<file path="src/logic/sysbus_pins_pkg.sv">
package sysbus_pins_pkg;

  // ****************************************************************
  // Register map and widths
  // ****************************************************************
  localparam int          ADDR_W       = 12;
  localparam logic [11:0] OFF_CTRL     = 12'h000;
  localparam logic [11:0] OFF_PAR_EN   = 12'h004;
  localparam logic [11:0] OFF_PIN_FN   = 12'h008;
  localparam logic [11:0] OFF_INT_STAT = 12'h00C;
  localparam logic [11:0] OFF_INT_EN   = 12'h010;
  localparam logic [11:0] OFF_INT_CLR  = 12'h014;
  localparam logic [11:0] OFF_STATE    = 12'h018;

  // ****************************************************************
  // Field positions
  // ****************************************************************
  localparam int CT_EXT_ARB  = 0;   // External arbiter selected
  localparam int CT_PARK     = 1;   // Bus parking granted by external arbiter
  localparam int CT_ODD      = 2;   // Odd parity when set
  localparam int CT_PRIO_LSB = 8;   // External master priority, 3 bits
  localparam int PE_OTHER    = 8;   // Parity enable for non-bank slaves
  localparam int PF_DPA_IRQ  = 0;
  localparam int PF_DPB_IRQ  = 1;
  localparam int PF_DPC_IRQ  = 2;
  localparam int PF_DPD_IRQ  = 3;
  localparam int PF_KR_IRQ   = 4;
  localparam int PF_DEBUG_SERIAL_IN_IRQ = 5;
  localparam int PF_FRZ_IRQ  = 6;
  localparam int ST_EXT_GNT  = 4;   // Bits 3:0 are lane parity errors
  localparam int SV_IRQ_LSB  = 8;   // State register: interrupt lines

  // Synchronised pin vector positions
  localparam int PIN_W    = 15;
  localparam int PIN_BR   = 0;
  localparam int PIN_BG   = 1;
  localparam int PIN_BB   = 2;
  localparam int PIN_KR   = 3;
  localparam int PIN_DEBUG_SERIAL_IN = 4;
  localparam int PIN_FRZ  = 5;
  localparam int PIN_DP   = 6;      // Four lanes, 6..9
  localparam int PIN_EXT_INT_REQ_0 = 10;
  localparam int PIN_EXT_INT_REQ_1 = 11;
  localparam int PIN_IRQ2 = 12;
  localparam int PIN_IRQ3 = 13;
  localparam int PIN_EXT_INT_REQ_7 = 14;

  // ****************************************************************
  // Reset values
  // ****************************************************************
  localparam logic [2:0]  RST_CTRL   = 3'h0;
  localparam logic [2:0]  RST_PRIO   = 3'h0;
  localparam logic [8:0]  RST_PAR_EN = 9'h000;
  localparam logic [6:0]  RST_PIN_FN = 7'h00;
  localparam logic [PIN_W-1:0] RST_PINS = 15'h7FFF;  // All lines idle high

  typedef enum logic [4:0] {
    ARB_IDLE   = 5'b00001,
    ARB_REQ    = 5'b00010,
    ARB_WAITBB = 5'b00100,
    ARB_OWN    = 5'b01000,
    ARB_EXT    = 5'b10000
  } arb_state_t;

  // Whole state of the pin block
  typedef struct packed {
    arb_state_t       arb;
    logic [2:0]       ctrl;
    logic [2:0]       ext_prio;
    logic [8:0]       par_en;
    logic [6:0]       pin_fn;
    logic [4:0]       int_stat;
    logic [4:0]       int_en;
    logic [PIN_W-1:0] pin_s1;
    logic [PIN_W-1:0] pin_s2;
    logic [31:0]      rd_d1;
    logic [31:0]      rd_d2;
    logic             rd_v1;
    logic             rd_v2;
    logic [3:0]       par_out;
    logic [7:0]       irq;
    logic             freeze;
    logic [31:0]      prdata;
    logic             pslverr;
  } pins_state_t;

endpackage : sysbus_pins_pkg

</file>
<file path="src/logic/sysbus_arb_pins.sv">
// Summary of operation
// - Generate write parity and check read parity on lane b, data byte D8-15.
// - Generate and check parity on lane c for data byte D16-23.
// - Generate and check parity on lane d for data byte D24-31.
// - Generate and check parity on lane a for data byte D0-7.
// - Parity enable chosen per memory bank, and once for all other slaves.
// - Eight external interrupt request lines are passed to the interrupt controller.
// - Request 4 is lane b pin AND kill-reservation pin, where so configured.
// - Request 5 is lane c pin AND debug serial input, where so configured.
// - Request 6 is lane d pin AND freeze pin, where so configured.
// - Bus request is active low; input while the internal arbiter is used.
// - External arbiter: drive request low for a new transaction when not parked.
// - Internal arbiter: drive grant low when the outside master outranks internal sources.
// - External arbiter: grant is an input, low gives this device the bus.
// - Owner holds busy low; assert only after grant and busy seen negated.
// - Drive freeze while the core is in debug mode.
//
// Added by the designer: the APB interface to the registers and the register offsets.
module sysbus_arb_pins (
  // Clock and reset
  input  wire logic        MCLK,
  input  wire logic        NRST,
  // APB register port
  input  wire logic        PSEL,
  input  wire logic        PENABLE,
  input  wire logic        PWRITE,
  input  wire logic [11:0] PADDR,
  input  wire logic [31:0] PWDATA,
  output logic      [31:0] PRDATA,
  output logic             PREADY,
  output logic             PSLVERR,
  output logic             INT_OUT,
  // Internal bus interface side, bit 31 is D0
  input  wire logic        REQ_VALID,
  input  wire logic [2:0]  REQ_PRIO,
  input  wire logic        XFER_WRITE,
  input  wire logic        XFER_DONE,
  input  wire logic        BANK_HIT,
  input  wire logic [2:0]  BANK_SEL,
  input  wire logic [31:0] WR_DATA,
  input  wire logic        RD_STROBE,
  input  wire logic [31:0] RD_DATA,
  output logic             OWNS_BUS,
  // Core side
  input  wire logic        DEBUG_MODE,
  output logic [7:0]       EXT_INT_REQ_N,
  // Arbitration pins
  input  wire logic        BUS_REQUEST_N_I,
  output logic             BUS_REQUEST_N_O,
  output logic             BUS_REQUEST_N_OE,
  input  wire logic        BUS_GRANT_N_I,
  output logic             BUS_GRANT_N_O,
  output logic             BUS_GRANT_N_OE,
  input  wire logic        BUS_BUSY_N_I,
  output logic             BUS_BUSY_N_O,
  output logic             BUS_BUSY_N_OE,
  // Parity lanes, index 0 is lane a
  input  wire logic [3:0]  PARITY_LANE_I,
  output logic      [3:0]  PARITY_LANE_O,
  output logic      [3:0]  PARITY_LANE_OE,
  // Shared and dedicated request pins
  input  wire logic        KILL_RESV_OR_RETRY,
  input  wire logic        DEBUG_SERIAL_IN,
  input  wire logic        DEBUG_FREEZE_I,
  output logic             DEBUG_FREEZE_O,
  output logic             DEBUG_FREEZE_OE,
  input  wire logic        EXT_INT_REQ_0,
  input  wire logic        EXT_INT_REQ_1,
  input  wire logic        EXT_INT_REQ_2,
  input  wire logic        EXT_INT_REQ_3,
  input  wire logic        EXT_INT_REQ_7
);

  // ****************************************************************
  // State and decoded settings
  // ****************************************************************
  sysbus_pins_pkg::pins_state_t s_r;
  sysbus_pins_pkg::pins_state_t s_nxt;

  logic                            ext_arb;
  logic                            odd;
  logic                            par_on;
  logic [sysbus_pins_pkg::PIN_W-1:0] pins_raw;
  logic [3:0]                      perr;
  logic [4:0]                      events;
  logic                            setup;
  logic                            wr_acc;

  assign ext_arb = s_r.ctrl[sysbus_pins_pkg::CT_EXT_ARB];
  assign odd     = s_r.ctrl[sysbus_pins_pkg::CT_ODD];
  assign setup   = PSEL && !PENABLE;
  assign wr_acc  = PSEL && PENABLE && PWRITE;

  // Parity enable for the slave being addressed now
  assign par_on = BANK_HIT ? s_r.par_en[BANK_SEL]
                           : s_r.par_en[sysbus_pins_pkg::PE_OTHER];

  // All pins gathered for the two-stage synchroniser
  assign pins_raw = {EXT_INT_REQ_7, EXT_INT_REQ_3, EXT_INT_REQ_2, EXT_INT_REQ_1,
                     EXT_INT_REQ_0, PARITY_LANE_I, DEBUG_FREEZE_I, DEBUG_SERIAL_IN,
                     KILL_RESV_OR_RETRY, BUS_BUSY_N_I, BUS_GRANT_N_I, BUS_REQUEST_N_I};

  // ****************************************************************
  // Next-state logic
  // ****************************************************************
  // Read data is delayed two cycles so it lines up with the synchronised parity pins
  always_comb begin
    logic br_low;
    logic bg_low;
    logic bb_high;
    logic t_dpa;
    logic t_dpb;
    logic t_dpc;
    logic t_dpd;
    logic t_kr;
    logic t_debug_serial_in;
    logic t_frz;
    br_low  = 1'b0;
    bg_low  = 1'b0;
    bb_high = 1'b0;
    t_dpa   = 1'b1;
    t_dpb   = 1'b1;
    t_dpc   = 1'b1;
    t_dpd   = 1'b1;
    t_kr    = 1'b1;
    t_debug_serial_in  = 1'b1;
    t_frz   = 1'b1;
    s_nxt   = s_r;
    perr    = 4'h0;
    events  = 5'h00;
    br_low  = !s_r.pin_s2[sysbus_pins_pkg::PIN_BR];
    bg_low  = !s_r.pin_s2[sysbus_pins_pkg::PIN_BG];
    bb_high = s_r.pin_s2[sysbus_pins_pkg::PIN_BB];

    // Synchroniser: stage one feeds only stage two
    s_nxt.pin_s1 = pins_raw;
    s_nxt.pin_s2 = s_r.pin_s1;

    // Arbitration
    case (s_r.arb)
      sysbus_pins_pkg::ARB_IDLE: begin
        if (ext_arb) begin
          if (REQ_VALID && s_r.ctrl[sysbus_pins_pkg::CT_PARK] && bg_low) begin
            s_nxt.arb = sysbus_pins_pkg::ARB_WAITBB;
          end else if (REQ_VALID) begin
            s_nxt.arb = sysbus_pins_pkg::ARB_REQ;
          end
        end else if (br_low && (!REQ_VALID || s_r.ext_prio > REQ_PRIO)) begin
          s_nxt.arb = sysbus_pins_pkg::ARB_EXT;
          events[sysbus_pins_pkg::ST_EXT_GNT] = 1'b1;
        end else if (REQ_VALID) begin
          s_nxt.arb = sysbus_pins_pkg::ARB_WAITBB;
        end
      end
      sysbus_pins_pkg::ARB_REQ: begin
        if (!ext_arb || !REQ_VALID) begin
          s_nxt.arb = sysbus_pins_pkg::ARB_IDLE;
        end else if (bg_low) begin
          s_nxt.arb = sysbus_pins_pkg::ARB_WAITBB;
        end
      end
      sysbus_pins_pkg::ARB_WAITBB: begin
        if (bb_high) begin
          s_nxt.arb = sysbus_pins_pkg::ARB_OWN;
        end
      end
      sysbus_pins_pkg::ARB_OWN: begin
        if (XFER_DONE) begin
          s_nxt.arb = sysbus_pins_pkg::ARB_IDLE;
        end
      end
      sysbus_pins_pkg::ARB_EXT: begin
        if (!br_low) begin
          s_nxt.arb = sysbus_pins_pkg::ARB_IDLE;
        end
      end
      default: begin
        s_nxt.arb = sysbus_pins_pkg::ARB_IDLE;
      end
    endcase

    // Parity generation on write data and check of delayed read data
    s_nxt.rd_d1 = RD_DATA;
    s_nxt.rd_d2 = s_r.rd_d1;
    s_nxt.rd_v1 = RD_STROBE && par_on && (s_r.arb == sysbus_pins_pkg::ARB_OWN);
    s_nxt.rd_v2 = s_r.rd_v1;
    for (int i = 0; i < 4; i++) begin
      s_nxt.par_out[i] = (^WR_DATA[31-8*i -: 8]) ^ odd;
      perr[i] = s_r.rd_v2 && !s_r.pin_fn[i] &&
                (s_r.pin_s2[sysbus_pins_pkg::PIN_DP+i] !=
                 ((^s_r.rd_d2[31-8*i -: 8]) ^ odd));
    end
    events[3:0] = perr;

    // Interrupt merge terms, high when a pin is not an interrupt source
    if (s_r.pin_fn[sysbus_pins_pkg::PF_DPA_IRQ]) t_dpa = s_r.pin_s2[sysbus_pins_pkg::PIN_DP];
    if (s_r.pin_fn[sysbus_pins_pkg::PF_DPB_IRQ]) t_dpb = s_r.pin_s2[sysbus_pins_pkg::PIN_DP+1];
    if (s_r.pin_fn[sysbus_pins_pkg::PF_DPC_IRQ]) t_dpc = s_r.pin_s2[sysbus_pins_pkg::PIN_DP+2];
    if (s_r.pin_fn[sysbus_pins_pkg::PF_DPD_IRQ]) t_dpd = s_r.pin_s2[sysbus_pins_pkg::PIN_DP+3];
    if (s_r.pin_fn[sysbus_pins_pkg::PF_KR_IRQ])   t_kr   = s_r.pin_s2[sysbus_pins_pkg::PIN_KR];
    if (s_r.pin_fn[sysbus_pins_pkg::PF_DEBUG_SERIAL_IN_IRQ]) t_debug_serial_in = s_r.pin_s2[sysbus_pins_pkg::PIN_DEBUG_SERIAL_IN];
    if (s_r.pin_fn[sysbus_pins_pkg::PF_FRZ_IRQ])  t_frz  = s_r.pin_s2[sysbus_pins_pkg::PIN_FRZ];
    s_nxt.irq[0] = s_r.pin_s2[sysbus_pins_pkg::PIN_EXT_INT_REQ_0];
    s_nxt.irq[1] = s_r.pin_s2[sysbus_pins_pkg::PIN_EXT_INT_REQ_1];
    s_nxt.irq[2] = s_r.pin_s2[sysbus_pins_pkg::PIN_IRQ2];
    s_nxt.irq[3] = s_r.pin_s2[sysbus_pins_pkg::PIN_IRQ3] & t_dpa;
    s_nxt.irq[4] = t_dpb & t_kr;
    s_nxt.irq[5] = t_dpc & t_debug_serial_in;
    s_nxt.irq[6] = t_dpd & t_frz;
    s_nxt.irq[7] = s_r.pin_s2[sysbus_pins_pkg::PIN_EXT_INT_REQ_7];
    s_nxt.freeze = DEBUG_MODE;

    // Register writes take effect at the access edge
    if (wr_acc && PADDR == sysbus_pins_pkg::OFF_CTRL) begin
      s_nxt.ctrl     = PWDATA[2:0];
      s_nxt.ext_prio = PWDATA[sysbus_pins_pkg::CT_PRIO_LSB +: 3];
    end else if (wr_acc && PADDR == sysbus_pins_pkg::OFF_PAR_EN) begin
      s_nxt.par_en = PWDATA[8:0];
    end else if (wr_acc && PADDR == sysbus_pins_pkg::OFF_PIN_FN) begin
      s_nxt.pin_fn = PWDATA[6:0];
    end else if (wr_acc && PADDR == sysbus_pins_pkg::OFF_INT_EN) begin
      s_nxt.int_en = PWDATA[4:0];
    end

    // Sticky status: a new event wins over a clear in the same cycle
    if (wr_acc && PADDR == sysbus_pins_pkg::OFF_INT_CLR) begin
      s_nxt.int_stat = (s_r.int_stat & ~PWDATA[4:0]) | events;
    end else begin
      s_nxt.int_stat = s_r.int_stat | events;
    end

    // Read data captured in the setup cycle so the access needs no wait
    if (setup) begin
      s_nxt.prdata  = 32'h0000_0000;
      s_nxt.pslverr = 1'b0;
      if (PADDR == sysbus_pins_pkg::OFF_CTRL) begin
        s_nxt.prdata[2:0] = s_r.ctrl;
        s_nxt.prdata[sysbus_pins_pkg::CT_PRIO_LSB +: 3] = s_r.ext_prio;
      end else if (PADDR == sysbus_pins_pkg::OFF_PAR_EN) begin
        s_nxt.prdata[8:0] = s_r.par_en;
      end else if (PADDR == sysbus_pins_pkg::OFF_PIN_FN) begin
        s_nxt.prdata[6:0] = s_r.pin_fn;
      end else if (PADDR == sysbus_pins_pkg::OFF_INT_STAT) begin
        s_nxt.prdata[4:0] = s_r.int_stat;
      end else if (PADDR == sysbus_pins_pkg::OFF_INT_EN) begin
        s_nxt.prdata[4:0] = s_r.int_en;
      end else if (PADDR == sysbus_pins_pkg::OFF_INT_CLR) begin
        s_nxt.prdata = 32'h0000_0000;
      end else if (PADDR == sysbus_pins_pkg::OFF_STATE) begin
        s_nxt.prdata[4:0] = s_r.arb;
        s_nxt.prdata[sysbus_pins_pkg::SV_IRQ_LSB +: 8] = s_r.irq;
      end else begin
        s_nxt.pslverr = 1'b1;
      end
    end
  end

  // ****************************************************************
  // State register
  // ****************************************************************
  always_ff @(posedge MCLK or negedge NRST) begin
    if (!NRST) begin
      s_r          <= '0;
      s_r.arb      <= sysbus_pins_pkg::ARB_IDLE;
      s_r.ctrl     <= sysbus_pins_pkg::RST_CTRL;
      s_r.ext_prio <= sysbus_pins_pkg::RST_PRIO;
      s_r.par_en   <= sysbus_pins_pkg::RST_PAR_EN;
      s_r.pin_fn   <= sysbus_pins_pkg::RST_PIN_FN;
      s_r.pin_s1   <= sysbus_pins_pkg::RST_PINS;
      s_r.pin_s2   <= sysbus_pins_pkg::RST_PINS;
      s_r.irq      <= '1;                                     // Request lines idle high
    end else begin
      s_r <= s_nxt;
    end
  end

  // ****************************************************************
  // Outputs
  // ****************************************************************
  // Pins left undriven rely on board pull-ups to read high
  assign PRDATA           = s_r.prdata;
  assign PREADY           = 1'b1;
  assign PSLVERR          = s_r.pslverr && PSEL && PENABLE;
  assign INT_OUT          = |(s_r.int_stat & s_r.int_en);
  assign OWNS_BUS         = (s_r.arb == sysbus_pins_pkg::ARB_OWN);
  assign EXT_INT_REQ_N    = s_r.irq;
  assign BUS_REQUEST_N_OE = ext_arb;
  assign BUS_REQUEST_N_O  = (s_r.arb != sysbus_pins_pkg::ARB_REQ);
  assign BUS_GRANT_N_OE   = !ext_arb;
  assign BUS_GRANT_N_O    = (s_r.arb != sysbus_pins_pkg::ARB_EXT);
  assign BUS_BUSY_N_OE    = OWNS_BUS;
  assign BUS_BUSY_N_O     = 1'b0;
  assign PARITY_LANE_O    = s_r.par_out;
  assign PARITY_LANE_OE   = {4{OWNS_BUS && XFER_WRITE && par_on}} & ~s_r.pin_fn[3:0];
  assign DEBUG_FREEZE_O   = s_r.freeze;
  assign DEBUG_FREEZE_OE  = !s_r.pin_fn[sysbus_pins_pkg::PF_FRZ_IRQ];

  // ****************************************************************
  // Assertions
  // ****************************************************************
  property p_par_gen_b;
    @(posedge MCLK) disable iff (!NRST)
    PARITY_LANE_OE[1] |-> PARITY_LANE_O[1] == (^($past(WR_DATA) & 32'h00FF_0000) ^ $past(odd));
  endproperty
  a_par_gen_b: assert property (p_par_gen_b) else $error("lane b parity wrong");

  property p_par_gen_c;
    @(posedge MCLK) disable iff (!NRST)
    PARITY_LANE_OE[2] |-> PARITY_LANE_O[2] == (^($past(WR_DATA) & 32'h0000_FF00) ^ $past(odd));
  endproperty
  a_par_gen_c: assert property (p_par_gen_c) else $error("lane c parity wrong");

  property p_par_chk_d;
    @(posedge MCLK) disable iff (!NRST)
    (perr[3] && !(wr_acc && PADDR == sysbus_pins_pkg::OFF_INT_CLR)) |=> s_r.int_stat[3];
  endproperty
  a_par_chk_d: assert property (p_par_chk_d) else $error("lane d error lost");

  property p_par_gen_a;
    @(posedge MCLK) disable iff (!NRST)
    PARITY_LANE_OE[0] |-> PARITY_LANE_O[0] == (^($past(WR_DATA) & 32'hFF00_0000) ^ $past(odd));
  endproperty
  a_par_gen_a: assert property (p_par_gen_a) else $error("lane a parity wrong");

  property p_par_sel;
    @(posedge MCLK) disable iff (!NRST)
    (OWNS_BUS && XFER_WRITE && !BANK_HIT && !s_r.par_en[sysbus_pins_pkg::PE_OTHER])
      |-> PARITY_LANE_OE == 4'h0;
  endproperty
  a_par_sel: assert property (p_par_sel) else $error("parity driven while off");

  property p_ext_int_req_4_merge;
    @(posedge MCLK) disable iff (!NRST)
    (s_r.pin_fn[sysbus_pins_pkg::PF_KR_IRQ] && !s_r.pin_s2[sysbus_pins_pkg::PIN_KR])
      |=> !EXT_INT_REQ_N[4];
  endproperty
  a_ext_int_req_4_merge: assert property (p_ext_int_req_4_merge) else $error("request 4 not merged");

  property p_ext_int_req_6_idle;
    @(posedge MCLK) disable iff (!NRST)
    (!s_r.pin_fn[sysbus_pins_pkg::PF_FRZ_IRQ] && !s_r.pin_fn[sysbus_pins_pkg::PF_DPD_IRQ])
      |=> EXT_INT_REQ_N[6];
  endproperty
  a_ext_int_req_6_idle: assert property (p_ext_int_req_6_idle) else $error("request 6 active unused");

  property p_br_in;
    @(posedge MCLK) disable iff (!NRST)
    !ext_arb |-> !BUS_REQUEST_N_OE && BUS_GRANT_N_OE;
  endproperty
  a_br_in: assert property (p_br_in) else $error("request pin driven");

  property p_br_out;
    @(posedge MCLK) disable iff (!NRST)
    (s_r.arb == sysbus_pins_pkg::ARB_IDLE && ext_arb && REQ_VALID &&
     !s_r.ctrl[sysbus_pins_pkg::CT_PARK]) |=> !BUS_REQUEST_N_O;
  endproperty
  a_br_out: assert property (p_br_out) else $error("request not asserted");

  property p_bg_out;
    @(posedge MCLK) disable iff (!NRST)
    (s_r.arb == sysbus_pins_pkg::ARB_IDLE && !ext_arb && !REQ_VALID &&
     !s_r.pin_s2[sysbus_pins_pkg::PIN_BR]) |=> !BUS_GRANT_N_O;
  endproperty
  a_bg_out: assert property (p_bg_out) else $error("grant not given");

  property p_bb_own;
    @(posedge MCLK) disable iff (!NRST)
    $rose(BUS_BUSY_N_OE) |-> $past(s_r.pin_s2[sysbus_pins_pkg::PIN_BB]);
  endproperty
  a_bb_own: assert property (p_bb_own) else $error("busy taken while busy");

  property p_freeze;
    @(posedge MCLK) disable iff (!NRST)
    DEBUG_MODE |=> DEBUG_FREEZE_O;
  endproperty
  a_freeze: assert property (p_freeze) else $error("freeze not asserted");

endmodule : sysbus_arb_pins

</file>
<file path="config.mk">
export PLATFORM = sky130hd
export DESIGN_NAME = sysbus_arb_pins
export DESIGN_NICKNAME = d
export VERILOG_FILES = /design/src/logic/sysbus_pins_pkg.sv /design/src/logic/sysbus_arb_pins.sv
export SDC_FILE = /design/constraint.sdc
export NUM_CORES = 1
export LEC_CHECK = 0
export ABC_AREA = 1
export BUFFER_PORTS_ARGS = -buffer_cell sky130_fd_sc_hd__buf_2
export CORE_UTILIZATION = 25
export DETAILED_ROUTE_END_ITERATION = 8
export PLACE_DENSITY = 0.47
export SLEW_MARGIN = 20
export SYNTH_ARGS = -nofsm -noshare
export SYNTH_HDL_FRONTEND = slang
export SYNTH_SLANG_ARGS = --single-unit
</file>
<file path="constraint.sdc">
create_clock -name MCLK -period 2.21 [get_ports MCLK]
set_input_delay 0.1105 -clock MCLK [delete_from_list [all_inputs] [get_ports MCLK]]
set_output_delay 0.1105 -clock MCLK [all_outputs]
set_load 0.01 [all_outputs]
</file>
==> flow_summary.ini <==
[critical_path]
critPathMaxFanout = 5
criticalPathCategory = reg2out
critPathTopFamily = simple AND/OR/NAND/NOR gates
crit_chain = nor2_1 -> nand3_1 -> nor2_1 -> nand3_2 -> nor2_1 -> buf_2
critPathMostFrequentCell = nor2_1
cp_num_buf_inv = 1
slowest_delay_ps = 420
crit_arrival_ps = 1780
end_kind = output port
cp_data_required_time_ps = 2100
start_kind = flop
critPathSlowestCell = dfrtp_1
r2r_cells = 7
crit_cells = 6

[logic_synthesis]
synth_cell_types = 41
syn-instance-count = 740
ys_ff_latch = 163
ys_warn_count = 0
synth.avg_cell_area_um2 = 9.634
synthesis.area_mm2 = 0.007129
synth_seq_area_share_pct = 57.90

[detailed_routing]
drtPass1Iterations = 7
wirelength_um = 16530
avgViaCountPerCell = 3.886
wl_per_cell_um = 12.34
first_iter_violations = 219
drc = 0
vias = 5204
ant_nets = 0

[global_routing]
track_usage_pct = 11.98
grt_pass1_vias = 5070
grt_overflow = 0
grt_pass1_wl_um = 26450
antenna_found_initial = 2
grt_max_degree = 54

[floorplanning]
core-area_mm2 = 0.02793
die-area_mm2 = 0.02920
die_h_um = 170.9
initial_core_util_pct = 25.52
die_w_um = 170.9
rows = 61
ios = 200

[min_path]
holdPathStages = 3
worstHoldPathType = in2reg

[sta]
maxSlewHeadroom_pct = 60.67
max_clock_freq_mhz = 528.0
final.period_utilization_pct = 85.70
fin_skew_ps = 12.14
report.final.slew_viol_count = 0
tightest_slew_ps = 586.8
fin_tns_setup_ps = 0
min_period_ps = 1894
setup_violations = 0
fin_ws_ps = 316.1
rsz0062_at_grt = no
final_hold_viol_count = 0

[clock_network]
path_clk_slew_ps = 60
post_cts_buffers = 0
insertion_delay_ps = 420
clock-sinks = 163
cts_made_buffers = 17
ctsHtreeMaxLevel = 4
clk_path_buf_depth = 2
cts_tree = yes
clock-root-buffer = clkbuf_16

[power]
p_seq_share_pct = 47.2
pwr-share-clk_pct = 41.0
p_int_mw = 5.185
swShare_pct = 24.87
switchingPower_mw = 1.717
combPwrFrac_pct = 11.7
peakVddDrop_mv = 0.4349
leakagePower_nw = 4.706
p_per_area_mw_per_mm2 = 741.1

[placed_design]
port_buffers = 160
pre_cts_slack_ps = 592.7
hpwl_um = 12290
gp_congestion = 0.8296

[final_layout]
synthToLayoutAreaGrowth_pct = 30.62
drive_above_1_share_pct = 27.29
final_nets = 1090
fill_cells = 2903

[outcome]
outcome = finished, final reports clean

[run]
cap_violations = 0
## worst register-to-register path, delay by kind of cell (launching register included)
kind	cells	cell delay, ps
flip-flops	1	420
AND/OR/NAND/NOR	7	930
## final cells by class
cell class	count	area (µm²)	area share [%]
flip-flops and latches	163	4128	44.32
multi-input cells	460	2364	25.38
repair buffers	227	1490	16.00
clock buffers	25	485.5	5.213
well taps	378	473.0	5.079
inverters	78	294.0	3.157
clock inverters	7	76.32	0.8196
diodes	1	2.502	0.02687
## cell usage after synthesis, drive strengths merged
master | count | share of area, %
a21boi | 1 | 0.11
a21oi | 6 | 0.47
a221oi | 1 | 0.12
a31oi | 3 | 0.26
and3 | 2 | 0.18
buf | 54 | 5.7
clkbuf | 1 | 0.053
clkinv | 2 | 0.12
conb | 2 | 0.11
dfrtp | 124 | 44
dfstp | 39 | 14
ha | 3 | 0.53
inv | 76 | 4.0
nand2 | 200 | 11
nand3 | 57 | 4.2
nand3b | 13 | 1.4
nand4 | 5 | 0.44
nor2 | 47 | 3.0
nor3 | 3 | 0.28
o211ai | 2 | 0.21
o21ai | 43 | 3.4
o22ai | 5 | 0.44
o31ai | 1 | 0.11
or2 | 4 | 0.35
xnor2 | 29 | 3.6
xor2 | 17 | 2.1
## power by group through the flow
stage          Clock, mW  Combinational, mW  Sequential [mW]
2_1_floorplan          0              0.497             3.28
3_3_place_gp           0              0.729             3.31
3_5_place_dp           0              0.736             3.31
4_1_cts             2.94              0.826             3.26
5_1_grt             3.07              0.934             3.28
6_report            2.83              0.810             3.26
## through the flow
| step | cells | hold slack, ps | cell area (µm²) | power, mW | util (%) |
|---|---|---|---|---|---|
| 2_1_floorplan | 756 | -185.1 | 7189 | 3.782 | - |
| 3_3_place_gp | 1244 | 101.1 | 8123 | 4.038 | 29.08 |
| 3_5_place_dp | 1244 | 98.98 | 8123 | 4.048 | 29.08 |
| 4_1_cts | 1338 | 7.690 | 9305 | 7.022 | 33.31 |
| 5_1_grt | 1338 | 36.19 | 9310 | 7.282 | 33.33 |
| 6_report | 1339 | 28.50 | 9313 | 6.901 | 33.34 |
## flip-flops by register name, summed over array words and instances, names as in the netlist
signal,count
PRDATA,16
s_nxt,52
DEBUG_FREEZE_O,1
PARITY_LANE_O,4
EXT_INT_REQ_N,8
odd,1
BUS_REQUEST_N_OE,1
s_r,80
## timing repair
| item | 4_1_cts | 5_1_grt |
|---|---|---|
| resized for setup | 0 | 1 |
| hold endpoints to repair | 109 | 0 |
| setup endpoints to repair | 0 | 1 |
| hold buffers | 62 | 0 |
## cell families after synthesis
| logic type | Yosys count | synth area share, % |
|---|---|---|
| xor+xnor | 46 | 5.651 |
| other cells | 2 | 0.1053 |
| buf+inv | 133 | 9.863 |
| simple gates | 331 | 20.80 |
| fa+ha+maj | 3 | 0.5266 |
| compound gates | 62 | 5.160 |
| flops | 163 | 57.90 |
## worst paths after layout
kind | from | to | slack, ps
max | s_r[175]$_DFFE_PN0P_ | PARITY_LANE_OE[2] | 320
min | PWDATA[3] | s_r[162]$_DFFE_PN0P_ | 30
max reg2reg | s_r[175]$_DFFE_PN0P_ | s_r[175]$_DFFE_PN0P_ | 740
min reg2reg | s_nxt[71]$_DFF_PN0_ | s_r[71]$_DFF_PN0_ | 340
max in group asynchronous | NRST | s_nxt[121]$_DFF_PN1_ | 1270
min in group asynchronous | NRST | PRDATA[15]$_DFFE_PN0P_ | 230
## cells in the final DEF (no fill, tap or decap), types with 4 or more instances in the layout
cell,instances
nand4_1,5
nand2_1,193
o21ai_1,6
buf_2,159
dfrtp_1,124
o22ai_1,5
o21ai_0,29
dfstp_2,39
xor2_1,17
xnor2_1,29
nand3b_1,13
clkbuf_1,5
a21oi_1,5
nand3_2,4
nand2_2,4
clkbuf_16,17
o21ai_2,8
nor2_1,42
inv_1,75
conb_1,18
dlygate4sd3_1,62
nand3_1,53
## metal layers
metal / GRT usage, % / vias to the layer above / wire [µm]
met2: 18.88 / 116 / 7614
met5: 0 / - / 13
met3: 3.100 / 13 / 787
li1: - / 2672 / -
met1: 16.15 / 2401 / 7942
met4: 3.416 / 2 / 170
No activity file was read; power rests on OpenSTA's default activity.
